===== src/frm_pkg.sv =====
// shared constants and carriers for the flash rewrite mode control block
package frm_pkg;
    localparam int unsigned      ADDR_W         = 16;
    localparam int unsigned      DATA_W         = 8;
    // register byte offsets on the apb side
    localparam logic [7:0]       OFS_CTRL       = 8'h00;
    localparam logic [7:0]       OFS_ADDR       = 8'h04;
    localparam logic [7:0]       OFS_DATA       = 8'h08;
    localparam logic [7:0]       OFS_CMD        = 8'h0c;
    localparam logic [7:0]       OFS_RDAT       = 8'h10;
    // control register fields, then B_AREA, the area bit of the address register
    localparam int unsigned      B_READY        = 0;
    localparam int unsigned      B_REWRITE      = 1;
    localparam int unsigned      B_FRST         = 3;
    localparam int unsigned      B_PERR         = 6;
    localparam int unsigned      B_EERR         = 7;
    localparam int unsigned      B_START_LO     = 8;
    localparam int unsigned      B_AREA         = 16;
    // boot area: one undivided 4 kbyte erase region
    localparam int unsigned      BOOT_BYTES     = 4096;
    localparam int unsigned      BOOT_BLK_BITS  = $clog2(BOOT_BYTES);
    localparam logic [15:0]      BOOT_VECTOR    = 16'hfffc;
    // software command codes, five kinds
    localparam logic [7:0]       CMD_RD_ARRAY   = 8'h01;
    localparam logic [7:0]       CMD_RD_STATUS  = 8'h02;
    localparam logic [7:0]       CMD_CLR_STATUS = 8'h03;
    localparam logic [7:0]       CMD_PROGRAM    = 8'h04;
    localparam logic [7:0]       CMD_BLK_ERASE  = 8'h05;

    typedef enum logic [1:0] {FRM_START_NORMAL, FRM_START_BOOT, FRM_START_PARALLEL} frm_start_e;
    typedef enum logic [1:0] {FRM_ACC_NONE, FRM_ACC_PARALLEL, FRM_ACC_SERIAL, FRM_ACC_CPU} frm_acc_e;
    typedef enum logic [1:0] {FRM_OP_READ, FRM_OP_PROGRAM, FRM_OP_ERASE} frm_op_e;

    typedef struct packed {
        logic                    valid;
        frm_op_e                 kind;
        logic                    boot_area;
        logic [ADDR_W-1:0]       addr;
        logic [DATA_W-1:0]       data;
    } frm_op_s;

    typedef struct packed {
        logic                    req;
        logic [7:0]              cmd;
        logic                    boot_area;
        logic [ADDR_W-1:0]       addr;
        logic [DATA_W-1:0]       data;
    } frm_prog_s;

    typedef struct packed {
        logic                    done;
        logic                    fail;
        logic [DATA_W-1:0]       rdata;
    } frm_resp_s;
endpackage


===== src/frm_ctrl.sv =====
// flash rewrite mode control: start-up mode, access mode, commands, protection
`timescale 1ns/1ps
module frm_ctrl
    import frm_pkg::*;
#(
    parameter int unsigned       USER_BLK_BITS = 13
)(
    input  wire logic            clock,
    input  wire logic            rst_b,
    input  wire logic            psel,
    input  wire logic            penable,
    input  wire logic            pwrite,
    input  wire logic [7:0]      paddr,
    input  wire logic [31:0]     pwdata,
    output logic      [31:0]     prdata,
    output logic                 pready,
    output logic                 pslverr,
    input  wire logic            processor_mode_pin,
    input  wire logic            boot_select_pin,
    input  wire logic            chip_enable_pin,
    input  wire logic            serial_clock_pin,
    input  wire logic            serial_transmit_pin,
    input  wire logic            readout_protect,
    input  wire frm_pkg::frm_prog_s prog,
    output logic                 prog_busy,
    output logic                 prog_read_en,
    input  wire frm_pkg::frm_resp_s resp,
    output frm_pkg::frm_op_s     op,
    output logic                 flash_ctl_rst,
    output logic                 cpu_flash_read_en,
    output logic                 fetch_from_boot,
    output logic      [15:0]     reset_vector_addr,
    output frm_pkg::frm_start_e  start_mode,
    output frm_pkg::frm_acc_e    access_mode
);
    import frm_pkg::*;

    typedef enum logic {FRM_IDLE, FRM_BUSY} frm_state_e;

    localparam logic [ADDR_W-1:0] USER_MASK = ADDR_W'((1 << USER_BLK_BITS) - 1);
    localparam logic [ADDR_W-1:0] BOOT_MASK = ADDR_W'((1 << BOOT_BLK_BITS) - 1);

    frm_state_e                  state_r, state_nxt;
    frm_start_e                  start_r, start_nxt;
    logic                        sampled_r, sampled_nxt;
    logic                        rewrite_r, rewrite_nxt;
    logic                        wr0_seen_r, wr0_seen_nxt;
    logic                        frst_r, frst_nxt;
    logic                        perr_r, perr_nxt;
    logic                        eerr_r, eerr_nxt;
    logic [ADDR_W:0]             addr_r, addr_nxt;
    logic [DATA_W-1:0]           data_r, data_nxt;
    logic [DATA_W-1:0]           rdat_r, rdat_nxt;
    frm_op_s                     op_r, op_nxt;
    logic [31:0]                 prdata_r, prdata_nxt;
    logic                        pslverr_r, pslverr_nxt;

    logic                        setup, wr_acc, mapped;
    logic                        wr_ctrl, wr_cmd;
    logic                        par_mode, cmd_go, cmd_boot, allowed;
    logic [7:0]                  cmd_code;
    logic [ADDR_W-1:0]           cmd_addr;
    logic [DATA_W-1:0]           cmd_data;
    logic [31:0]                 ctrl_view;

    // reads are latched in setup so the answer comes from a flop
    assign setup   = psel && !penable;
    assign wr_acc  = psel && penable && pwrite;
    assign mapped  = paddr inside {OFS_CTRL, OFS_ADDR, OFS_DATA, OFS_CMD, OFS_RDAT};
    assign wr_ctrl = wr_acc && paddr == OFS_CTRL;
    assign wr_cmd  = wr_acc && paddr == OFS_CMD;
    assign pready  = 1'b1;
    assign prdata  = prdata_r;
    assign pslverr = pslverr_r;

    always_comb
    begin
        ctrl_view                        = '0;
        ctrl_view[B_READY]               = state_r == FRM_IDLE;
        ctrl_view[B_REWRITE]             = rewrite_r;
        ctrl_view[B_FRST]                = frst_r;
        ctrl_view[B_PERR]                = perr_r;
        ctrl_view[B_EERR]                = eerr_r;
        ctrl_view[B_START_LO +: 2]       = start_r;
    end

    always_comb
    begin
        prdata_nxt  = prdata_r;
        pslverr_nxt = pslverr_r;
        if (setup)
        begin
            pslverr_nxt = !mapped;
            unique case (paddr)
                OFS_CTRL: prdata_nxt = ctrl_view;
                OFS_ADDR: prdata_nxt = 32'(addr_r);
                OFS_DATA: prdata_nxt = 32'(data_r);
                OFS_RDAT: prdata_nxt = 32'(rdat_r);
                default:  prdata_nxt = '0;
            endcase
        end
    end

    // start-up mode: pins caught once, on the first edge after release
    always_comb
    begin
        start_nxt   = start_r;
        sampled_nxt = 1'b1;
        if (!sampled_r)
        begin
            if (!processor_mode_pin)
                start_nxt = FRM_START_NORMAL;
            else if (!boot_select_pin && chip_enable_pin && !serial_clock_pin && serial_transmit_pin)
                start_nxt = FRM_START_BOOT;
            else
                start_nxt = FRM_START_PARALLEL;
        end
    end

    assign par_mode          = sampled_r && start_r == FRM_START_PARALLEL;
    assign start_mode        = start_r;
    assign fetch_from_boot   = start_r == FRM_START_BOOT;
    assign reset_vector_addr = BOOT_VECTOR;
    assign flash_ctl_rst     = frst_r;
    assign cpu_flash_read_en = !rewrite_r;
    assign op                = op_r;
    assign prog_busy         = state_r != FRM_IDLE;
    // programmer read-out only when protection is off
    assign prog_read_en      = (par_mode || access_mode == FRM_ACC_SERIAL) && !readout_protect;

    always_comb
    begin
        if (rewrite_r)
            access_mode = FRM_ACC_CPU;
        else if (par_mode)
            access_mode = FRM_ACC_PARALLEL;
        else if (start_r == FRM_START_BOOT)
            access_mode = FRM_ACC_SERIAL;
        else
            access_mode = FRM_ACC_NONE;
    end

    // command source: programmer port in parallel mode, otherwise registers in rewrite mode
    always_comb
    begin
        if (par_mode)
        begin
            cmd_go   = prog.req && state_r == FRM_IDLE;
            cmd_code = prog.cmd;
            cmd_boot = prog.boot_area;
            cmd_addr = prog.addr;
            cmd_data = prog.data;
        end
        else
        begin
            cmd_go   = wr_cmd && rewrite_r && !frst_r && state_r == FRM_IDLE;
            cmd_code = pwdata[7:0];
            cmd_boot = addr_r[B_AREA];
            cmd_addr = addr_r[ADDR_W-1:0];
            cmd_data = data_r;
        end
    end

    // boot area writable only from the parallel programmer
    assign allowed = !cmd_boot || par_mode;

    always_comb
    begin
        rewrite_nxt  = rewrite_r;
        wr0_seen_nxt = wr0_seen_r;
        frst_nxt     = frst_r;
        addr_nxt     = addr_r;
        data_nxt     = data_r;
        if (wr_ctrl)
        begin
            wr0_seen_nxt = !pwdata[B_REWRITE];
            if (!pwdata[B_REWRITE])
                rewrite_nxt = 1'b0;
            else if (wr0_seen_r)
                rewrite_nxt = 1'b1;
            if (rewrite_r)
                frst_nxt = pwdata[B_FRST];
            else if (!pwdata[B_FRST])
                frst_nxt = 1'b0;
        end
        else if (wr_acc)
            wr0_seen_nxt = 1'b0;
        if (wr_acc && paddr == OFS_ADDR)
            addr_nxt = pwdata[ADDR_W:0];
        if (wr_acc && paddr == OFS_DATA)
            data_nxt = pwdata[DATA_W-1:0];
    end

    // operation sequencer; error flags: set beats clear
    always_comb
    begin
        state_nxt = state_r;
        op_nxt    = op_r;
        perr_nxt  = perr_r;
        eerr_nxt  = eerr_r;
        rdat_nxt  = rdat_r;
        if (cmd_go && cmd_code == CMD_CLR_STATUS)
        begin
            perr_nxt = 1'b0;
            eerr_nxt = 1'b0;
        end
        unique case (state_r)
            FRM_IDLE:
            begin
                if (cmd_go)
                begin
                    op_nxt.boot_area = cmd_boot;
                    op_nxt.addr      = cmd_addr;
                    op_nxt.data      = cmd_data;
                    unique case (cmd_code)
                        CMD_RD_ARRAY:
                        begin
                            op_nxt.valid = 1'b1;
                            op_nxt.kind  = FRM_OP_READ;
                            state_nxt    = FRM_BUSY;
                        end
                        CMD_PROGRAM:
                        begin
                            if (allowed)
                            begin
                                op_nxt.valid = 1'b1;
                                op_nxt.kind  = FRM_OP_PROGRAM;
                                state_nxt    = FRM_BUSY;
                            end
                            else
                                perr_nxt = 1'b1;
                        end
                        CMD_BLK_ERASE:
                        begin
                            // block named by its top address; boot area is one block
                            if (allowed && (cmd_addr & (cmd_boot ? BOOT_MASK : USER_MASK))
                                == (cmd_boot ? BOOT_MASK : USER_MASK))
                            begin
                                op_nxt.valid = 1'b1;
                                op_nxt.kind  = FRM_OP_ERASE;
                                state_nxt    = FRM_BUSY;
                            end
                            else
                                eerr_nxt = 1'b1;
                        end
                        default: ;
                    endcase
                end
            end
            FRM_BUSY:
            begin
                if (resp.done)
                begin
                    op_nxt.valid = 1'b0;
                    state_nxt    = FRM_IDLE;
                    if (op_r.kind == FRM_OP_READ)
                        rdat_nxt = resp.rdata;
                    if (resp.fail && op_r.kind == FRM_OP_PROGRAM)
                        perr_nxt = 1'b1;
                    if (resp.fail && op_r.kind == FRM_OP_ERASE)
                        eerr_nxt = 1'b1;
                end
            end
        endcase
        if (frst_r)
        begin
            // flash reset aborts whatever is in flight
            op_nxt.valid = 1'b0;
            state_nxt    = FRM_IDLE;
        end
    end

    always_ff @(posedge clock or negedge rst_b)
    begin
        if (!rst_b)
        begin
            state_r    <= FRM_IDLE;
            start_r    <= FRM_START_NORMAL;
            sampled_r  <= 1'b0;
            rewrite_r  <= 1'b0;
            wr0_seen_r <= 1'b0;
            frst_r     <= 1'b0;
            perr_r     <= 1'b0;
            eerr_r     <= 1'b0;
            addr_r     <= '0;
            data_r     <= '0;
            rdat_r     <= '0;
            op_r       <= '0;
            prdata_r   <= '0;
            pslverr_r  <= 1'b0;
        end
        else
        begin
            state_r    <= state_nxt;
            start_r    <= start_nxt;
            sampled_r  <= sampled_nxt;
            rewrite_r  <= rewrite_nxt;
            wr0_seen_r <= wr0_seen_nxt;
            frst_r     <= frst_nxt;
            perr_r     <= perr_nxt;
            eerr_r     <= eerr_nxt;
            addr_r     <= addr_nxt;
            data_r     <= data_nxt;
            rdat_r     <= rdat_nxt;
            op_r       <= op_nxt;
            prdata_r   <= prdata_nxt;
            pslverr_r  <= pslverr_nxt;
        end
    end

    a_ready_tracks_op: assert property (@(posedge clock) disable iff (!rst_b)
        ctrl_view[B_READY] == !op_r.valid)
        else $error("ready flag disagrees with operation in flight");

    a_rewrite_needs_zero: assert property (@(posedge clock) disable iff (!rst_b)
        $rose(rewrite_r) |-> $past(wr0_seen_r) && $past(wr_ctrl))
        else $error("rewrite bit set without preceding zero write");

    a_rewrite_zero_clears: assert property (@(posedge clock) disable iff (!rst_b)
        wr_ctrl && !pwdata[B_REWRITE] |=> !rewrite_r)
        else $error("zero write did not clear rewrite bit");

    a_boot_write_guard: assert property (@(posedge clock) disable iff (!rst_b)
        op_r.valid && op_r.kind != FRM_OP_READ && op_r.boot_area |-> par_mode)
        else $error("boot area modified outside parallel mode");

    a_cpu_no_read: assert property (@(posedge clock) disable iff (!rst_b)
        rewrite_r |-> !cpu_flash_read_en && access_mode == FRM_ACC_CPU)
        else $error("cpu flash read open in rewrite mode");

    a_start_kept: assert property (@(posedge clock) disable iff (!rst_b)
        sampled_r |=> $stable(start_r))
        else $error("start-up mode changed after sampling");

    a_refused_program: assert property (@(posedge clock) disable iff (!rst_b)
        cmd_go && cmd_code == CMD_PROGRAM && !allowed |=> perr_r && !op_r.valid)
        else $error("refused program did not flag error");

    a_erase_top_addr: assert property (@(posedge clock) disable iff (!rst_b)
        $rose(op_r.valid) && op_r.kind == FRM_OP_ERASE && !op_r.boot_area
        |-> (op_r.addr & USER_MASK) == USER_MASK)
        else $error("erase started on a non top address");

    a_flash_reset_hold: assert property (@(posedge clock) disable iff (!rst_b)
        frst_r ##1 frst_r |-> !op_r.valid [*2])
        else $error("operation alive during flash reset");

    a_normal_start: assert property (@(posedge clock) disable iff (!rst_b)
        !sampled_r && !processor_mode_pin |=> start_r == FRM_START_NORMAL && !fetch_from_boot)
        else $error("low processor mode pin did not give normal start");

endmodule // frm_ctrl


===== config.mk =====
export PLATFORM = sky130hd
export DESIGN_NAME = frm_ctrl
export DESIGN_NICKNAME = d
export VERILOG_FILES = /design/src/frm_pkg.sv /design/src/frm_ctrl.sv
export SDC_FILE = /design/constraint.sdc
export NUM_CORES = 1
export LEC_CHECK = 0
export BUFFER_PORTS_ARGS = -buffer_cell sky130_fd_sc_hd__clkbuf_2
export CORE_UTILIZATION = 42
export DETAILED_ROUTE_END_ITERATION = 16
export PLACE_DENSITY = 0.71
export SLEW_MARGIN = 20
export SYNTH_ARGS = -nofsm -noshare
export SYNTH_HDL_FRONTEND = slang
export SYNTH_SLANG_ARGS = --single-unit

===== constraint.sdc =====
create_clock -name clock -period 2.77 [get_ports clock]
set_clock_uncertainty 0.05 [all_clocks]
set_input_delay 0.4155 -clock clock [delete_from_list [all_inputs] [get_ports clock]]
set_output_delay 0.4155 -clock clock [all_outputs]
set_load 0.03 [all_outputs]

After elaboration in Yosys (flattened, before gate mapping)

Cells that the tools add are included.

Flip-flop bits (word level): 103
Bits of input ports: 95
Output and inout bits: 87
Logic and storage cells: 131

Eq/ne operators: 23
Mux-type cells: 46
Bitwise operators: 2
Reductions and logical operators: 42

Operators with widths:

| kind                 | count |
|---|---|
| $pmux W17 S4         | 1 |
| $mux W28             | 1 |
| $mux W1              | 27 |
| $eq A8 B3 Y1 const B | 3 |
| $logic_and A1 B1 Y1  | 20 |
| $and A16 B16 Y16     | 1 |
| $eq A16 B13 Y1       | 1 |
| $eq A8 B4 Y1 const B | 2 |
| $mux W16             | 1 |
| $mux W8              | 2 |
| $mux W13             | 1 |
| $mux W2              | 5 |
| $reduce_and A5 Y1    | 2 |
| $logic_not A1 Y1     | 9 |
| $pmux W3 S3          | 1 |
| $eq A8 B1 Y1 const B | 1 |
| $eq A8 B2 Y1 const B | 1 |
| $eq A8 B5 Y1 const B | 1 |
| $logic_not A8 Y1     | 1 |
| $ne A4 B4 Y1 const B | 2 |
| $pmux W1 S2          | 4 |
| $eq A2 B2 Y1 const B | 3 |
| $mux W3              | 2 |
| $reduce_and A2 Y1    | 3 |
| other kinds (14)     | 18 |

Longest topological paths before layout

Depth after elaboration: 13
Depth in mapped cells: 8
Mapped depth without buffers: 6

Worst setup path after synthesis

Ideal clock, no wire load.

Path kind: register to output
Start point: register start_r[0], in the netlist start_mode[0]
End point: output port prog_read_en
Data arrival time: 1.743 ns
Data required time: 2.305 ns
Slack: 0.562 ns
Stages on the path, launching flop included: 4
Buffers on the path: 0
Cells stage by stage: dfrtp_1 > nor2b_1 > nand2_1 > a21oi_1

Longest elaborated chain between the ends: 7
Elaborated cells on any way between the ends: 9
Classes of those cells: 3 x eq/ne; 3 x mux; 3 x reduce/logical

Ends and longest elaborated chain:

| item                     | RTL line        | source |
|---|---|---|
| start: declaration       | frm_ctrl.sv:44  | `frm_start_e start_r, start_nxt;` |
| start signal: assignment | frm_ctrl.sv:295 | `start_r <= start_nxt;` |
| $eq A2 B1 Y1             | n/a             |  |
| net fetch_from_boot      | frm_ctrl.sv:31  | `output logic fetch_from_boot,` |
| $mux W2                  | frm_ctrl.sv:137 | `else if (start_r == FRM_START_BOOT)` |
| $mux W2                  | frm_ctrl.sv:135 | `else if (par_mode)` |
| $mux W2                  | frm_ctrl.sv:133 | `if (rewrite_r)` |
| $eq A2 B2 Y1             | frm_ctrl.sv:129 | `assign prog_read_en = (par_mode \|\| access_mode == FRM_ACC_SERIAL) && !readout_protect;` |
| $logic_or A1 B1 Y1       | frm_ctrl.sv:129 |  |
| $logic_and A1 B1 Y1      | frm_ctrl.sv:129 |  |
| end: declaration         | frm_ctrl.sv:26  | `output logic prog_read_en,` |

The timed path passes the listed nets, and every way through them passes these cells.

Final worst setup path

Start point: register start_r[0], in the netlist start_mode[0]
End point: output port prog_read_en

Longest elaborated chain between the ends: 7
Elaborated cells on any way between the ends: 9
Classes of those cells: 3 x eq/ne; 3 x mux; 3 x reduce/logical

Ends and longest elaborated chain:

| item                                           | RTL line |
|---|---|
| $eq A2 B1 Y1 or $eq A2 B2 Y1 (tied branches)   | frm_ctrl.sv:137, frm_ctrl.sv:120 |
| $mux W2 or $logic_and A1 B1 Y1 (tied branches) | frm_ctrl.sv:137, frm_ctrl.sv:120 |
| $mux W2                                        | frm_ctrl.sv:135 |
| $mux W2                                        | frm_ctrl.sv:133 |
| $eq A2 B2 Y1                                   | frm_ctrl.sv:129 |
| $logic_or A1 B1 Y1 *                           | frm_ctrl.sv:129 |
| $logic_and A1 B1 Y1 *                          | frm_ctrl.sv:129 |

Every way passes the cells marked *; elsewhere a longest branch is shown, timed or not.

==> results.py <==
metrics = {
    "run_status": {
        "status": "completed",
    },
    "cells_and_area": {
        "layout-drive-gt1-share": 0.335,
        "stdcell_area_sq_um": 5310,
        "diodes": 0,
        "layout.nets": 669,
        "area_delta_synth_final_pct": 21.3,
        "final_util": 0.534,
    },
    "placement": {
        "portBuffers": 134,
        "gp_congestion": 0.845,
        "hpwl_microns": 8530,
        "place_ws_ns": 0.493,
        "place_area_sq_um": 5100,
    },
    "logic_synthesis": {
        "synth_top_family_by_area": "simple AND/OR/NAND/NOR gates",
        "synth_edf_count": 0,
        "yosys-top-cells-area": "dfrtp_1, nand2_1, buf_4, mux2_2, a31oi_1",
        "ys_seq_elements": 88,
        "synth-simple-area-share": 0.199,
        "synth-xor-area-share": 0,
        "synth.largest_area_cell": "dfrtp_1",
        "synth_top_area_frac": 0.503,
        "synthCells": 441,
        "yosysSeqAreaShare": 0.503,
        "syn-cell-area_sq_um": 4380,
        "synthMuxAreaShare": 0.0822,
        "ys_types": 56,
        "yosysWarnings": 0,
        "synth_ff_type": "dfrtp_1",
        "syn_area_per_cell_sq_um": 9.94,
        "yosys.area_share.adder": 0.00228,
        "synth_compound_area_frac": 0.130,
        "synth-async-reset-ratio": 1.00,
    },
    "grt": {
        "grt_remaining_overflow": 0,
        "grt_pass1_vias": 3517,
        "grt_use_total": 0.214,
        "grt_start_max_net_pins": 89,
        "antenna_found_initial": 0,
        "grt_pass1_wl_microns": 17900,
    },
    "die": {
        "die_h_microns": 104,
        "num_rows": 36,
        "die_w_microns": 104,
        "core_sq_um": 9950,
        "die_area_sq_um": 10800,
        "ioPinCount": 182,
        "start_util": 0.440,
    },
    "setup_path": {
        "critical-path-max-stage-delay_ns": 0.46,
        "end_kind": "primary output",
        "worst-setup-path-type": "reg -> out",
        "required_ns": 2.30,
        "reg2reg_depth": 6,
        "worst-path-buf-inv": 1,
        "critPathSlowestCell": "dfrtp_1",
        "startpoint_type": "flip-flop",
        "arrival_ns": 1.68,
        "worstPathMaxFanout": 7,
        "critPathTopFamily": "flip-flops",
        "r2r_end": "op[25]$_DFFE_PN0P_",
        "cp_cell_sequence": "nand3b_1 -> a21oi_1 -> clkbuf_2",
        "worstReg2RegStart": "prog_busy$_DFF_PN0_",
        "r2r_slack_ns": 0.69,
        "cp.depth": 3,
    },
    "timing": {
        "maxSlewHeadroom": 0.512,
        "setup_viol": 0,
        "max_freq_mhz": 467,
        "fin_crit_sh": 0.774,
        "setup_tns_ns": 0,
        "finalMaxSlewViolations": 0,
        "hold_ws_ns": 0.0353,
        "rsz0062_at_grt": "false",
        "worst_pin_slew_ns": 0.727,
        "worst_slack_ns": 0.627,
        "period_needed_ns": 2.14,
        "finalHoldViolations": 0,
    },
    "clock_tree": {
        "clock-root-buffer": "clkbuf_8",
        "path_clk_slew_ns": 0.09,
        "cts_max_level": 3,
        "tritoncts": "done",
        "numCtsBuffers": 9,
        "cts_sinks": 88,
        "clockBufferDepth": 2,
        "post_cts_buffers": 0,
        "insertion_delay_ns": 0.36,
        "post_cts_resize_count": 0,
        "ctsHoldBuffers": 0,
    },
    "routing": {
        "drc_errors": 0,
        "vias": 3714,
        "ant_nets": 0,
        "initialDrtViolationCount": 188,
        "routedWlPerCell_microns": 15.8,
        "routed_wl_microns": 11300,
        "firstDrtPassIters": 4,
        "vias_per_cell": 5.22,
    },
    "pwr": {
        "ir_worst_vdd_mv": 0.300,
        "switching_share": 0.332,
        "pwr-share-seq": 0.478,
        "power.net_switching_w": 0.00101,
        "cellLeakagePower_nw": 2.63,
        "pwr-share-comb": 0.216,
        "powerDensity_nw_per_um2": 575,
        "p_int_w": 0.00204,
        "clockPowerShare": 0.306,
    },
    "flow_run": {
        "maxCapViolations": 0,
    },
    "min_path": {
        "hold_class": "in -> async",
    },
}
## worst max path at each step
stage	slack, ns	from	to
floorplan	0.56	start_mode[0]$_DFFE_PN0N_	prog_read_en
global placement	0.51	paddr[4]	perr_r$_DFF_PN0_
detailed placement	0.49	paddr[4]	op[25]$_DFFE_PN0P_
CTS	0.60	start_mode[0]$_DFFE_PN0N_	prog_read_en
global route	0.52	addr_r[16]$_DFFE_PN0P_	op[27]$_DFFE_PN0P_
finish	0.63	start_mode[0]$_DFFE_PN0N_	prog_read_en
## Yosys cell counts, types with 3 or more instances
cell type and number:
buf_4 33, nor3_1 4, nand2_1 90, nand2b_1 3, o21ai_0 22, a22o_1 5, clkbuf_1 11, buf_2 7
nor2_1 34, inv_1 4, mux2_1 10, and2_1 3, nand3_1 3, nor2b_1 3, a31oi_1 25, dfrtp_1 88
a221oi_1 5, a21oi_1 9, a222oi_1 3, mux2_2 22, nor4_1 3, nand4_1 6, or4_1 3
## state kept, by name, summed over array words and instances, names as in the netlist, 2 cells and up
signal,count
op,28
start_mode,2
prdata,17
data_r,8
addr_r,17
rdat_r,8
## power by group through the flow
stage          registers [W]  clock network [W]  logic (W)
2_1_floorplan        0.00167                  0   0.000263
6_report             0.00146           0.000936   0.000658
4_1_cts              0.00146           0.000952   0.000665
3_3_place_gp         0.00148                  0   0.000656
5_1_grt              0.00148            0.00101   0.000708
3_5_place_dp         0.00149                  0   0.000665
## layout make-up
| class | instances | area [sq um] |
|---|---|---|
| Timing Repair Buffer | 145 | 781 |
| Sequential cell | 88 | 2200 |
| Inverter | 4 | 15.0 |
| Clock inverter | 6 | 73.8 |
| Multi-Input combinational cell | 326 | 1940 |
| Clock buffer | 10 | 138 |
| Fill cell | 933 | 4640 |
| Tap cell | 133 | 166 |
## logic make-up (layout without fill, tap and decap cells)
family / Yosys count / after routing
other cells: 2 / 33
compound gates: 85 / 85
fa+ha+maj: 1 / 1
mux: 32 / 32
simple gates: 175 / 175
buf+inv: 58 / 165
flops: 88 / 88
## cells in the final DEF, fill, tap and decap left out, drive strengths merged, types with 5 or more instances in the layout
| cell type | instances |
|---|---|
| a31oi | 25 |
| nor3 | 7 |
| conb | 33 |
| a21oi | 9 |
| nor4b | 5 |
| buf | 12 |
| nand2 | 92 |
| mux2 | 32 |
| inv | 6 |
| o21ai | 25 |
| a22o | 5 |
| nand4 | 6 |
| clkbuf | 143 |
| a221oi | 6 |
| dfrtp | 88 |
| nor2 | 34 |
## layer usage
layer  GRT usage  up-vias  wire length (microns)
met5           0        -                      0
met4      0.0561        0                    164
met3      0.0589       10                    795
met2       0.353      146                   5520
met1       0.278     1800                   4810
li1            -     1758                      -
## worst register-to-register path, delay by kind of cell (launching register included)
family          cells  cell delay (ns)
compound gates      4             0.94
simple gates        2             0.51
flops               1             0.48
## metrics by stage
stage | power, W | std cells
6_report | 0.00305 | 712
5_1_grt | 0.00319 | 712
3_5_place_dp | 0.00215 | 696
3_3_place_gp | 0.00213 | 696
2_1_floorplan | 0.00194 | 472
4_1_cts | 0.00308 | 712
Power figures use the tool's default switching activity.
